File: src/core/priv_regs_pkg.sv
// shared constants and carrier types for the privilege and user register model
package priv_regs_pkg;

  // ==========================================================================
  // register port offsets (byte addresses)
  localparam logic [7:0] OFS_DATA_BASE = 8'h00;
  localparam logic [7:0] OFS_ADDR_BASE = 8'h20;
  localparam logic [7:0] OFS_IP = 8'h40;
  localparam logic [7:0] OFS_STATUS = 8'h44;
  localparam logic [7:0] OFS_MUL_STATUS = 8'h48;
  localparam logic [7:0] OFS_MUL_SUM = 8'h4c;
  localparam logic [7:0] OFS_MUL_MASK = 8'h50;
  localparam logic [7:0] OFS_VEC_BASE = 8'h60;
  localparam logic [7:0] OFS_MOD_BASE = 8'h64;

  // general register index of the hardware stack pointer
  localparam logic [3:0] STACK_PTR_IDX = 4'hf;

  // ==========================================================================
  // operand sizes on the register port
  localparam logic [1:0] SIZE_BYTE = 2'h0;
  localparam logic [1:0] SIZE_WORD = 2'h1;
  localparam logic [1:0] SIZE_LONG = 2'h2;

  localparam logic [3:0] LANES_BYTE = 4'h1;
  localparam logic [3:0] LANES_WORD = 4'h3;
  localparam logic [3:0] LANES_LONG = 4'hf;

  // ==========================================================================
  // status word: high byte mode and interrupt state, low byte condition flags
  typedef struct packed {
    logic trace;
    logic rsv14;
    logic sup;
    logic master;
    logic rsv11;
    logic [2:0] int_mask;
    logic [2:0] rsv_flags;
    logic [4:0] condition_flags;
  } status_word_t;

  localparam logic [15:0] STATUS_RESET = 16'h2700;

  // multiply unit status: configuration in the top bits, result flags below
  typedef struct packed {
    logic sat_en;
    logic is_signed;
    logic mask_en;
    logic rsv4;
    logic neg;
    logic zero;
    logic ovf;
    logic rsv0;
  } mul_status_t;

  localparam logic [7:0] MUL_STATUS_RESET = 8'h00;
  localparam logic [7:0] MUL_CFG_BITS = 8'he0;
  localparam logic [31:0] MUL_MASK_RESET = 32'hffffffff;
  localparam logic [31:0] WORD_RESET = 32'h00000000;

  // ==========================================================================
  // execution side carriers
  typedef struct packed {
    logic valid;
    logic privileged;
    logic [31:0] ip;
  } exec_req_t;

  typedef struct packed {
    logic valid;
    logic [2:0] level;
  } exc_req_t;

  typedef struct packed {
    logic valid;
    status_word_t stacked;
  } ret_req_t;

  typedef struct packed {
    logic valid;
    logic [4:0] flags;
  } flag_upd_t;

  typedef struct packed {
    logic valid;
    logic sub;
    logic [31:0] product;
  } mul_req_t;

  // address space tags for memory accesses
  localparam logic [2:0] SPACE_USER_DATA = 3'h1;
  localparam logic [2:0] SPACE_USER_PROG = 3'h2;
  localparam logic [2:0] SPACE_SUP_DATA = 3'h5;
  localparam logic [2:0] SPACE_SUP_PROG = 3'h6;

  // bytes pushed onto the hardware stack on exception entry
  localparam logic [31:0] FRAME_BYTES = 32'h00000008;

  localparam logic [31:0] SAT_POS = 32'h7fffffff;
  localparam logic [31:0] SAT_NEG = 32'h80000000;
  localparam logic [31:0] SAT_UMAX = 32'hffffffff;

endpackage : priv_regs_pkg

File: src/core/priv_regs.sv
// privilege control, status word, general registers and multiply unit registers
`timescale 1ns/1ps

// Summary of operation
// - one privilege bit in the status word; zero means user level, restricted registers
// - user level refuses privileged instructions
// - supervisor level reaches every register and every instruction
// - supervisor level also sees the system configuration registers
// - every exception and interrupt runs at supervisor level
// - exception return or status write with privilege bit zero enters user level
// - each memory access is tagged supervisor or user space by current level
// - eight 32-bit data registers taking byte, word and long operands
// - eight 32-bit address registers; the eighth is the hardware stack pointer
// - address registers take word and longword operations
// - instruction pointer holds the address of the executing instruction
// - condition flags sit in the status low byte, set by the last operation
// - multiply unit status holds its configuration and result flags
// - multiply sum register accumulates multiply-accumulate results
// - mask register optionally masks multiply operand addresses for circular queues
// - status high byte carries interrupt mask and mode indicators
module priv_regs (
  input wire logic clk_sys,
  input wire logic sys_rst,
  input wire logic [7:0] reg_addr,
  input wire logic [31:0] reg_wdata,
  input wire logic [1:0] reg_size,
  input wire logic reg_wr,
  input wire logic reg_rd,
  output logic [31:0] reg_rdata,
  input wire priv_regs_pkg::exec_req_t exec_req,
  input wire priv_regs_pkg::exc_req_t exc_req,
  input wire priv_regs_pkg::ret_req_t ret_req,
  input wire priv_regs_pkg::flag_upd_t flag_upd,
  input wire priv_regs_pkg::mul_req_t mul_req,
  input wire logic [31:0] mul_addr_in,
  input wire logic mem_req,
  input wire logic mem_is_prog,
  output logic sup_mode,
  output logic [4:0] condition_flags,
  output logic priv_fault,
  output logic [31:0] stack_ptr,
  output logic [31:0] instruction_pointer,
  output logic [31:0] mul_addr_out,
  output logic [2:0] mem_space
);
  import priv_regs_pkg::*;

  // ==========================================================================
  // state
  status_word_t status_word_q;
  status_word_t status_word_d;
  mul_status_t mul_status_q;
  mul_status_t mul_status_d;
  logic [31:0] mul_sum_q;
  logic [31:0] mul_sum_d;
  logic [31:0] mul_mask_q;
  logic [31:0] stack_ptr_q;
  logic [31:0] stack_ptr_d;
  logic [31:0] ip_q;
  logic [31:0] vec_base_q;
  logic [31:0] mod_base_q;
  logic priv_fault_q;
  logic [31:0] mul_addr_q;
  logic [2:0] mem_space_q;

  // ==========================================================================
  // register port decode
  wire is_sup = status_word_q.sup;
  wire hit_gpr = (reg_addr[7:6] == 2'h0) && (reg_addr[1:0] == 2'h0);
  wire [3:0] gpr_idx = reg_addr[5:2];
  wire hit_addr_reg = hit_gpr && gpr_idx[3];
  wire hit_sp = hit_gpr && (gpr_idx == STACK_PTR_IDX);

  wire hit_ip = reg_addr == OFS_IP;
  wire hit_status = reg_addr == OFS_STATUS;
  wire hit_mstat = reg_addr == OFS_MUL_STATUS;
  wire hit_msum = reg_addr == OFS_MUL_SUM;
  wire hit_mmask = reg_addr == OFS_MUL_MASK;

  wire hit_vbase = reg_addr == OFS_VEC_BASE;
  wire hit_mbase = reg_addr == OFS_MOD_BASE;
  wire hit_sys_cfg = hit_vbase || hit_mbase;

  // configuration registers exist only for the supervisor view
  wire cfg_refused = hit_sys_cfg && !is_sup;
  wire cfg_ok = hit_sys_cfg && is_sup;
  wire wr_ok = reg_wr && !cfg_refused;

  // ==========================================================================
  // per-register write strobes
  // the status strobe is split by level further down
  wire status_we = reg_wr && hit_status;
  wire msum_we = wr_ok && hit_msum;
  wire mstat_we = wr_ok && hit_mstat;
  wire mmask_we = wr_ok && hit_mmask;
  wire vbase_we = reg_wr && hit_vbase && cfg_ok;
  wire mbase_we = reg_wr && hit_mbase && cfg_ok;
  // a fetch in the same cycle owns the pointer, so the port write is dropped
  wire ip_we = wr_ok && hit_ip && is_sup && !exec_req.valid;

  // ==========================================================================
  // privilege faults and exception entry
  wire op_fault = exec_req.valid && exec_req.privileged && !is_sup;
  wire port_fault = (reg_wr || reg_rd) && cfg_refused;
  wire fault_now = op_fault || port_fault;
  wire take_exc = exc_req.valid || fault_now;
  // a return is itself privileged, so it is only honoured at supervisor level
  wire take_ret = ret_req.valid && is_sup && !take_exc;

  // ==========================================================================
  // general register writes
  wire [31:0] word_sext = {{16{reg_wdata[15]}}, reg_wdata[15:0]};
  // address registers take word (sign extended to 32 bits) and long only
  wire addr_byte = hit_addr_reg && (reg_size == SIZE_BYTE);
  wire [31:0] gpr_wdata = (hit_addr_reg && reg_size == SIZE_WORD) ? word_sext : reg_wdata;
  wire [3:0] data_lanes = (reg_size == SIZE_BYTE) ? LANES_BYTE :
                          (reg_size == SIZE_WORD) ? LANES_WORD : LANES_LONG;
  wire [3:0] gpr_lanes = hit_addr_reg ? LANES_LONG : data_lanes;
  wire gpr_we = reg_wr && hit_gpr && !hit_sp && !addr_byte;
  // the stack pointer lives outside the array so exception entry can step it
  wire sp_we = reg_wr && hit_sp && !addr_byte;
  wire [31:0] sp_framed = stack_ptr_q - FRAME_BYTES;

  // ==========================================================================
  // read path; everything outside the array goes through the alternate input
  wire rd_alt = !hit_gpr || hit_sp;
  wire [31:0] status_word_rd = {16'h0000, status_word_q};
  wire [31:0] mstat_rd = {24'h000000, mul_status_q};
  wire [31:0] alt_rd = hit_sp ? stack_ptr_q :
                       hit_ip ? ip_q :
                       hit_status ? status_word_rd :
                       hit_mstat ? mstat_rd :
                       hit_msum ? mul_sum_q :
                       hit_mmask ? mul_mask_q :
                       (hit_vbase && cfg_ok) ? vec_base_q :
                       (hit_mbase && cfg_ok) ? mod_base_q :
                       WORD_RESET;

  gpr_mem u_gpr_mem (
    .clk_sys(clk_sys),
    .sys_rst(sys_rst),
    .we(gpr_we),
    .waddr(gpr_idx),
    .wbe(gpr_lanes),
    .wdata(gpr_wdata),
    .re(reg_rd),
    .raddr(gpr_idx),
    .alt_en(rd_alt),
    .alt_data(alt_rd),
    .rdata(reg_rdata)
  );

  // ==========================================================================
  // hardware stack pointer
  always_comb begin
    stack_ptr_d = stack_ptr_q;
    if (take_exc) begin
      // the exception frame wins over a port write in the same cycle
      stack_ptr_d = sp_framed;
    end else if (sp_we) begin
      stack_ptr_d = gpr_wdata;
    end
  end

  // ==========================================================================
  // status word; priority exception > return > port write > flag update
  wire [15:0] port_status = reg_wdata[15:0];

  always_comb begin
    status_word_d = status_word_q;
    if (flag_upd.valid) begin
      status_word_d.condition_flags = flag_upd.flags;
    end
    if (status_we) begin
      if (is_sup) begin
        // full move into the status word, privilege bit included
        status_word_d = status_word_t'(port_status);
      end else begin
        // user level can only reach the flag byte
        status_word_d.rsv_flags = port_status[7:5];
        status_word_d.condition_flags = port_status[4:0];
      end
    end
    if (take_ret) begin
      status_word_d = ret_req.stacked;
    end
    if (take_exc) begin
      status_word_d.sup = 1'b1;
      status_word_d.trace = 1'b0;
      if (exc_req.valid) begin
        status_word_d.int_mask = exc_req.level;
      end
    end
  end

  // ==========================================================================
  // multiply-accumulate datapath
  // 33-bit sum and difference give the unsigned carry or borrow for free
  wire [32:0] add_full = {1'b0, mul_sum_q} + {1'b0, mul_req.product};
  wire [32:0] sub_full = {1'b0, mul_sum_q} - {1'b0, mul_req.product};
  wire [32:0] acc_full = mul_req.sub ? sub_full : add_full;
  wire [31:0] acc_raw = acc_full[31:0];

  wire opnd_sign = mul_req.sub ? ~mul_req.product[31] : mul_req.product[31];
  wire sovf = (mul_sum_q[31] == opnd_sign) && (acc_raw[31] != mul_sum_q[31]);
  wire uovf = acc_full[32];
  wire acc_ovf = mul_status_q.is_signed ? sovf : uovf;

  wire [31:0] sat_val = mul_status_q.is_signed ? (mul_sum_q[31] ? SAT_NEG : SAT_POS) :
                        (mul_req.sub ? WORD_RESET : SAT_UMAX);
  // saturation trades a wrapped result for a clamped one when enabled
  wire [31:0] acc_res = (acc_ovf && mul_status_q.sat_en) ? sat_val : acc_raw;
  wire acc_neg = acc_res[31];
  wire acc_zero = acc_res == WORD_RESET;

  always_comb begin
    mul_sum_d = mul_sum_q;
    mul_status_d = mul_status_q;
    if (mul_req.valid) begin
      mul_sum_d = acc_res;
      mul_status_d.neg = acc_neg;
      mul_status_d.zero = acc_zero;
      // overflow stays up until software rewrites the status register
      mul_status_d.ovf = mul_status_q.ovf || acc_ovf;
    end
    if (msum_we) begin
      mul_sum_d = reg_wdata;
    end
    if (mstat_we) begin
      mul_status_d = mul_status_t'(reg_wdata[7:0]);
    end
  end

  // ==========================================================================
  // operand address masking and space tagging
  wire [31:0] mul_addr_d = mul_status_q.mask_en ? (mul_addr_in & mul_mask_q) : mul_addr_in;
  wire [2:0] space_d = is_sup ? (mem_is_prog ? SPACE_SUP_PROG : SPACE_SUP_DATA) :
                       (mem_is_prog ? SPACE_USER_PROG : SPACE_USER_DATA);

  // ==========================================================================
  // flops, one register to a block
  always_ff @(posedge clk_sys or posedge sys_rst) begin
    if (sys_rst) begin
      status_word_q <= status_word_t'(STATUS_RESET);
    end else begin
      status_word_q <= status_word_d;
    end
  end

  always_ff @(posedge clk_sys or posedge sys_rst) begin
    if (sys_rst) begin
      mul_status_q <= mul_status_t'(MUL_STATUS_RESET);
    end else begin
      mul_status_q <= mul_status_d;
    end
  end

  always_ff @(posedge clk_sys or posedge sys_rst) begin
    if (sys_rst) begin
      mul_sum_q <= WORD_RESET;
    end else begin
      mul_sum_q <= mul_sum_d;
    end
  end

  always_ff @(posedge clk_sys or posedge sys_rst) begin
    if (sys_rst) begin
      stack_ptr_q <= WORD_RESET;
    end else begin
      stack_ptr_q <= stack_ptr_d;
    end
  end

  always_ff @(posedge clk_sys or posedge sys_rst) begin
    if (sys_rst) begin
      mul_mask_q <= MUL_MASK_RESET;
    end else if (mmask_we) begin
      mul_mask_q <= reg_wdata;
    end
  end

  // a refused user write never lands here; it faults instead
  always_ff @(posedge clk_sys or posedge sys_rst) begin
    if (sys_rst) begin
      vec_base_q <= WORD_RESET;
    end else if (vbase_we) begin
      vec_base_q <= reg_wdata;
    end
  end

  always_ff @(posedge clk_sys or posedge sys_rst) begin
    if (sys_rst) begin
      mod_base_q <= WORD_RESET;
    end else if (mbase_we) begin
      mod_base_q <= reg_wdata;
    end
  end

  always_ff @(posedge clk_sys or posedge sys_rst) begin
    if (sys_rst) begin
      ip_q <= WORD_RESET;
    end else if (exec_req.valid) begin
      ip_q <= exec_req.ip;
    end else if (ip_we) begin
      ip_q <= reg_wdata;
    end
  end

  always_ff @(posedge clk_sys or posedge sys_rst) begin
    if (sys_rst) begin
      priv_fault_q <= 1'b0;
    end else begin
      priv_fault_q <= fault_now;
    end
  end

  always_ff @(posedge clk_sys or posedge sys_rst) begin
    if (sys_rst) begin
      mul_addr_q <= WORD_RESET;
    end else begin
      mul_addr_q <= mul_addr_d;
    end
  end

  // the tag stands until the next access, showing the level last used
  always_ff @(posedge clk_sys or posedge sys_rst) begin
    if (sys_rst) begin
      mem_space_q <= SPACE_SUP_PROG;
    end else if (mem_req) begin
      mem_space_q <= space_d;
    end
  end

  // ==========================================================================
  // outputs, each straight from a flop
  assign sup_mode = status_word_q.sup;
  assign condition_flags = status_word_q.condition_flags;
  assign priv_fault = priv_fault_q;
  assign stack_ptr = stack_ptr_q;
  assign instruction_pointer = ip_q;
  assign mul_addr_out = mul_addr_q;
  assign mem_space = mem_space_q;

endmodule : priv_regs

File: src/core/gpr_mem.sv
// sixteen-word general register store with lane writes and registered read
`timescale 1ns/1ps

module gpr_mem (
  input wire logic clk_sys,
  input wire logic sys_rst,
  input wire logic we,
  input wire logic [3:0] waddr,
  input wire logic [3:0] wbe,
  input wire logic [31:0] wdata,
  input wire logic re,
  input wire logic [3:0] raddr,
  input wire logic alt_en,
  input wire logic [31:0] alt_data,
  output logic [31:0] rdata
);
  import priv_regs_pkg::*;

  logic [31:0] word_rd;

  // ==========================================================================
  // storage, one byte lane per generate step; each lane owns its array
  genvar lane;
  generate
    for (lane = 0; lane < 4; lane++) begin : g_lane
      logic [7:0] lane_q [16];
      always_ff @(posedge clk_sys or posedge sys_rst) begin
        if (sys_rst) begin
          for (int i = 0; i < 16; i++) begin
            lane_q[i] <= 8'h00;
          end
        end else if (we && wbe[lane]) begin
          lane_q[waddr] <= wdata[lane*8 +: 8];
        end
      end
      assign word_rd[lane*8 +: 8] = lane_q[raddr];
    end
  endgenerate

  // ==========================================================================
  // read register; alternate data lets the owner return non-array values
  always_ff @(posedge clk_sys or posedge sys_rst) begin
    if (sys_rst) begin
      rdata <= WORD_RESET;
    end else if (re) begin
      rdata <= alt_en ? alt_data : word_rd;
    end
  end

endmodule : gpr_mem

File: config.mk
export PLATFORM = sky130hd
export DESIGN_NAME = priv_regs
export DESIGN_NICKNAME = d
export VERILOG_FILES = /design/src/core/priv_regs_pkg.sv /design/src/core/priv_regs.sv /design/src/core/gpr_mem.sv
export SDC_FILE = /design/constraint.sdc
export NUM_CORES = 2
export LEC_CHECK = 0
export ABC_AREA = 1
export BUFFER_PORTS_ARGS = -buffer_cell sky130_fd_sc_hd__buf_4
export CORE_UTILIZATION = 55
export DETAILED_ROUTE_END_ITERATION = 12
export GPL_ROUTABILITY_DRIVEN = 0
export PLACE_DENSITY = 0.74
export SLEW_MARGIN = 15
export SYNTH_ARGS = -nofsm -noshare
export SYNTH_HDL_FRONTEND = slang
export SYNTH_SLANG_ARGS = --single-unit
export TNS_END_PERCENT = 50
File: constraint.sdc
create_clock -name clk_sys -period 34 [get_ports clk_sys]
set_input_delay 1.7 -clock clk_sys [delete_from_list [all_inputs] [get_ports clk_sys]]
set_output_delay 1.7 -clock clk_sys [all_outputs]
set_load 0.02 [all_outputs]
# ---- Word-level counts from Yosys, hierarchy flattened
# Cells that the tools add are included.
dict set report word_totals {
  regBits 796
  out_inout_bits 138
  inputBits 175
  wordCells 233
}
dict set report op_classes {
  magnitude_cmp 2
  bitwise 3
  n_addsub 3
  muxes 58
  eq_ne 11
  n_reduce_logical 66
}
# operator count
set op_table {}
lappend op_table {{$mux 32} 21}
lappend op_table {{$bwmux 128} 4}
lappend op_table {{$bmux 8 s4} 4}
lappend op_table {{$mux 8} 10}
lappend op_table {{$eq 8x7->1 const B} 7}
lappend op_table {{$logic_and 1x1->1} 38}
lappend op_table {{$add 32x32->33} 1}
lappend op_table {{$mux 33} 1}
lappend op_table {{$sub 32x32->33} 1}
lappend op_table {{$and 32x32->32} 1}
lappend op_table {{$demux 8 s4} 1}
lappend op_table {{$logic_not 32->1} 1}
lappend op_table {{$mux 16} 2}
lappend op_table {{$sub 32x4->32 const B} 1}
lappend op_table {{$mux 4} 4}
lappend op_table {{$mux 3} 4}
lappend op_table {{$reduce_bool 2->1} 6}
lappend op_table {{$reduce_bool 3->1} 3}
lappend op_table {{$logic_not 1->1} 7}
lappend op_table {{$logic_not 2->1} 3}
lappend op_table {{$logic_or 1x1->1} 6}
lappend op_table {{$ge 5x5->1 const B} 1}
lappend op_table {{$lt 5x1->1 const B} 1}
lappend op_table {{$mux 5} 1}
lappend op_table {{other kinds (9)} 14}

# ---- Longest topological paths before layout
dict set report depth {
  depth_word 13
  depth_mapped 33
  depth_no_buf 32
}

# ---- By module
# From an unflattened synthesis, not the netlist that was laid out.
dict set report hier_totals {
  cells_unflattened 5516
  hier_area_um2 41110.7
}
# module seq_area_each_um2 area_per_inst_um2 cells_per_inst instances
set modules_own_cells {}
lappend modules_own_cells {gpr_mem 13613.1 25773.5 3459 1}
lappend modules_own_cells {priv_regs 6353.6 15337.2 2057 1}

# ---- Least setup slack after synthesis
# No wires, ideal clock.
dict set report synth_timing {
  path_type {input to register}
  start {input port mul_req[1] in the netlist's numbering}
  end {register mul_sum_q[3]}
  path_buffers 2
  arrival_ps 5180
  setup_ps 136
  path_slack_ps 28684
  cell_stages 29
  required_ps 33864
  cell_sequence {inv_1 ha_1 nand2_1 nor2_2 nand2_1 nor3_2 nand4_1 or3b_1 nor3_2 nor2_1 a21oi_1 xor2_1 ha_1 a21oi_1 nand2_1 nand2_1 nand2_1 a21oi_2 nand2_2 nand2_2 nand3_2 nand3_4 nand3_4 buf_6 buf_4 nand2_1 nand2_1 nand2_1 o211ai_1}
}
dict set report synth_via {
  elab_chain_len 9
  elab_cells_between_ends 10
  cone_classes {add/sub (2); eq/ne (1); mux (5); reduce/logical (2)}
}
# item line_no
set synth_rtl {}
lappend synth_rtl {{start, declared} priv_regs.sv:34} ;# input wire priv_regs_pkg::mul_req_t mul_req,
lappend synth_rtl {{$add 32x32->33 or $sub 32x32->33 (tied branches)} {priv_regs.sv:199, priv_regs.sv:200}}
lappend synth_rtl {{$mux 33 (*)} priv_regs.sv:201} ;# wire [32:0] acc_full = mul_req.sub ? sub_full : add_full;
lappend synth_rtl {{$ne 1x1->1} priv_regs.sv:205} ;# wire sovf = (mul_sum_q[31] == opnd_sign) && (acc_raw[31] != mul_sum_q[31]);
lappend synth_rtl {{$logic_and 1x1->1} priv_regs.sv:205}
lappend synth_rtl {{$mux 1} priv_regs.sv:207} ;# wire acc_ovf = mul_status_q.is_signed ? sovf : uovf;
lappend synth_rtl {{$logic_and 1x1->1} priv_regs.sv:212} ;# wire [31:0] acc_res = (acc_ovf && mul_status_q.sat_en) ? sat_val : acc_raw;
lappend synth_rtl {{$mux 32 (*)} priv_regs.sv:212}
lappend synth_rtl {{$mux 32 (*)} priv_regs.sv:219} ;# if (mul_req.valid) begin
lappend synth_rtl {{$mux 32 (*)} priv_regs.sv:226} ;# if (msum_we) begin
lappend synth_rtl {{end signal, assigned} priv_regs.sv:262} ;# mul_sum_q <= mul_sum_d;
lappend synth_rtl {{end, declared} priv_regs.sv:54} ;# logic [31:0] mul_sum_q;
# Every way passes the cells marked *; elsewhere a longest branch is shown, timed or not. The select of a mux whose other input is x is not followed.
# A chain may end at the register's enable or synchronous reset.

# ---- Worst setup path in the final report
dict set report layout_timing {
  start {input port reg_addr[2]}
  end {register stack_ptr_q[5] (netlist: stack_ptr[5])}
}
dict set report layout_via {
  elab_chain_len 7
  elab_cells_between_ends 13
  cone_classes {eq/ne (3); mux (1); reduce/logical (9)}
}
# item line_no
set layout_rtl {}
lappend layout_rtl {{start, declared} priv_regs.sv:24} ;# input wire logic [7:0] reg_addr,
lappend layout_rtl {{$eq 8x7->1 (on tied branches)} {priv_regs.sv:80, priv_regs.sv:81}}
lappend layout_rtl {{$logic_or 1x1->1} priv_regs.sv:82} ;# wire hit_sys_cfg = hit_vbase || hit_mbase;
lappend layout_rtl {{$logic_and 1x1->1} priv_regs.sv:85} ;# wire cfg_refused = hit_sys_cfg && !is_sup;
lappend layout_rtl {{$logic_and 1x1->1} priv_regs.sv:104} ;# wire port_fault = (reg_wr || reg_rd) && cfg_refused;
lappend layout_rtl {{$logic_or 1x1->1} priv_regs.sv:105} ;# wire fault_now = op_fault || port_fault;
lappend layout_rtl {{$logic_or 1x1->1} priv_regs.sv:106} ;# wire take_exc = exc_req.valid || fault_now;
lappend layout_rtl {{$mux 32 or $reduce_bool 2->1 (tied branches)} n/a}
lappend layout_rtl {{end signal, assigned} priv_regs.sv:270} ;# stack_ptr_q <= stack_ptr_d;
lappend layout_rtl {{end, declared} priv_regs.sv:57} ;# logic [31:0] stack_ptr_q;
# Several ways; a longest one is shown, not always the timed one.

==> impl_metrics.tcl <==
set metrics [dict create \
    power_density_nw_per_um2 60.22 \
    final_common_cell "nand2_1" \
    port_buffers 312 \
    die_h_um 265.5 \
    clockBufferDepth 3 \
    grt_max_degree 130 \
    drc 0 \
    initial_core_util 0.5560 \
    worstPathMaxFanout 39 \
    synth_edf_count 0 \
    vias_per_cell 6.202 \
    arrival_ns 6.38 \
    rows 96 \
    drive_gt1_frac 0.1312 \
    rsz0062_at_grt "no" \
    postRouteAntennaNets 0 \
    root_buffer "clkbuf_16" \
    syn_to_final_growth_pct 14.01 \
    hpwl_mm 87.88 \
    vias 35082 \
    layout_common_cells "1282 x nand2_1, 758 x dfrtp_1, 718 x o21ai_0" \
    final_hold_viol_count 0 \
    synth_top_area_cell "dfrtp_1" \
    synthCells 4561 \
    fp.dieW_um 265.5 \
    start_kind "input pin" \
    synth_top_area_frac 0.4966 \
    async_flop_share 1.000 \
    h-tree-depth 3 \
    gr-total-overflow 0 \
    hold_buffers 0 \
    cts_tree "done" \
    setup.worst_path.end_class "flip-flop" \
    die_area_um2 70510 \
    synth_seq_area_share 0.5227 \
    core_area_um2 68710 \
    cts_resized 0 \
    ys_seq_elements 796 \
    syn_avg_cell_area_um2 8.375 \
    worst_slack_ns 28.13 \
    synthAdderAreaFrac 0.01166 \
    synth-compound-area-share 0.1990 \
    slew_headroom 0.1815 \
    maxCapViolCount 0 \
    period_share 0.1727 \
    post_cts_buffers 0 \
    nets 4866 \
    fin_crit_ns 5.871 \
    cts.sinks 796 \
    p_total_mw 2.623 \
    io_pins 313 \
    drv_slew 0 \
    drt_iter0_drc 5141 \
    post-place-ws_ns 27.55 \
    yosys_warnings 0 \
    syn-num-nets 4771 \
    synth_ff_type "dfrtp_1" \
    clk_pin_slew_worst_paths_ns 0.06 \
    antenna_found_initial 4 \
    grt_pass1_vias 32174 \
    synth.distinct_cells 60 \
    numCtsBuffers 83 \
    required_ns 34.51 \
    fin_skew_ns 0.02223 \
    wl_mm 132.0 \
    timing.fmax_mhz 170.3 \
    gr-usage-all-layers 0.3697 \
    syn-cell-area_um2 38200 \
    setup_viol_count_final 0 \
    vdd_drop_max_v 0.00003228 \
    insertion_delay_ns 0.64 \
    final.setup.tns_ns 0 \
    p_leak_nw 19.46 \
    synth_area_leaders "dfrtp_1 50%, nand2_1 13%, o21ai_0 9.4%" \
    wl_per_cell_um 23.33 \
    yosys.area_share.simple 0.1916 \
    synth_mux_area_frac 0 \
    worstSetupPathType "input pin to flip-flop" \
    outcome "completed" \
    synth_top_family_by_area "compound AO/OA/AOI/OAI gates" \
    hp-class "flip-flop to flip-flop" \
    synth_xor_area_frac 0.01238 \
    grt_pass1_wl_mm 198.5 \
    tightest_slew_ns 1.226 \
    first_pass_iters 9 \
]
==> worst paths after layout <==
path	start	endpoint	slack, ns	cells past startpoint
max reg2reg	sup_mode$_DFFE_PP1P_	status_word_q[5]$_DFFE_PP0P_	29.82	9
max in group asynchronous	sys_rst	u_gpr_mem.g_lane[0].lane_q[32]$_DFFE_PP0P_	29.44	5
min in group asynchronous	sys_rst	mul_addr_out[29]$_DFF_PP0_	1.26	2
min reg2reg	u_gpr_mem.g_lane[1].lane_q[6]$_DFFE_PP0P_	u_gpr_mem.g_lane[1].lane_q[6]$_DFFE_PP0P_	0.38	0
max	reg_addr[2]	stack_ptr[5]$_DFFE_PP0P_	28.13	11
min	u_gpr_mem.g_lane[1].lane_q[6]$_DFFE_PP0P_	u_gpr_mem.g_lane[1].lane_q[6]$_DFFE_PP0P_	0.38	0
==> power by group <==
part / internal [mW] / total (mW) / switching (mW) / leakage, nW
sequential: 1.01 / 1.11 / 0.0925 / 10.7
clock: 0.557 / 0.951 / 0.394 / 1.39
combinational: 0.190 / 0.564 / 0.375 / 7.41
total: 1.76 / 2.62 / 0.861 / 19.5
==> cell type report <==
class                           count  area, um^2
Clock buffer                      125        2466
Inverter                          256       968.4
Antenna cell                        2       5.005
Sequential cell                   796       19970
Timing Repair Buffer              361        2710
Fill cell                        5931       25160
Tap cell                          931        1165
Clock inverter                     28       381.6
Multi-Input combinational cell   3158       15890
==> critical path, cell delays in order <==
cell     delay (ns)
buf_4          0.39
buf_4          0.53
nand2_1        0.28
nor2_1         0.24
nand2_1        0.28
inv_2          0.57
nand3_1        0.25
nor2_2         0.76
inv_1          0.83
o21ai_0        0.39
o22ai_1        0.10
==> layer usage <==
| layer | GRT usage | up-vias | wire [um] |
|---|---|---|---|
| li1 | - | 15656 | - |
| met1 | 0.5036 | 16883 | 50100 |
| met2 | 0.5500 | 2152 | 57970 |
| met3 | 0.09017 | 389 | 16420 |
| met4 | 0.1901 | 2 | 7459 |
| met5 | 0 | - | 13 |
==> cell usage after synthesis (34+ instances only) <==
library cell / count
inv_1: 234
xor2_1: 37
nor2_1: 165
o211ai_1: 40
a31oi_1: 134
a22oi_1: 129
dfstp_2: 38
nand2_1: 1284
o21ai_0: 718
nand3_1: 203
clkbuf_1: 289
a21oi_1: 73
ha_1: 34
dfrtp_1: 758
o311ai_0: 34
buf_2: 44
==> flip-flops by register name (all words and copies together), names as in the netlist, 8 cells and up <==
name / count
mul_mask_q: 32
mod_base_q: 32
mstat_rd: 8
stack_ptr: 32
vec_base_q: 32
u_gpr_mem.g_lane.lane_q: 512
status_word_q: 10
u_gpr_mem.rdata: 32
mul_addr_out: 32
instruction_pointer: 32
mul_sum_q: 32
==> per-stage QoR <==
stage	hold slack (ns)	util	instances	cell area (um^2)
6_report	0.3760	0.6338	5657	43550
5_1_grt	0.3827	0.6338	5655	43540
4_1_cts	0.3797	0.6338	5655	43540
3_5_place_dp	0.3649	0.5923	5502	40700
3_3_place_gp	0.3643	0.5923	5502	40700
2_1_floorplan	0.4287	-	4561	38200
==> cells by family (layout without fill, tap and decap cells) <==
kind of cell	after synthesis	count (layout)
flip-flops	796	796
AND/OR/NAND/NOR	1775	1775
other	0	2
adder cells (fa/ha/maj)	35	35
AO/OA/AOI/OAI	1294	1294
buffers and inverters	607	770
XOR/XNOR	54	54
No activity file was read; power rests on OpenSTA's default activity.
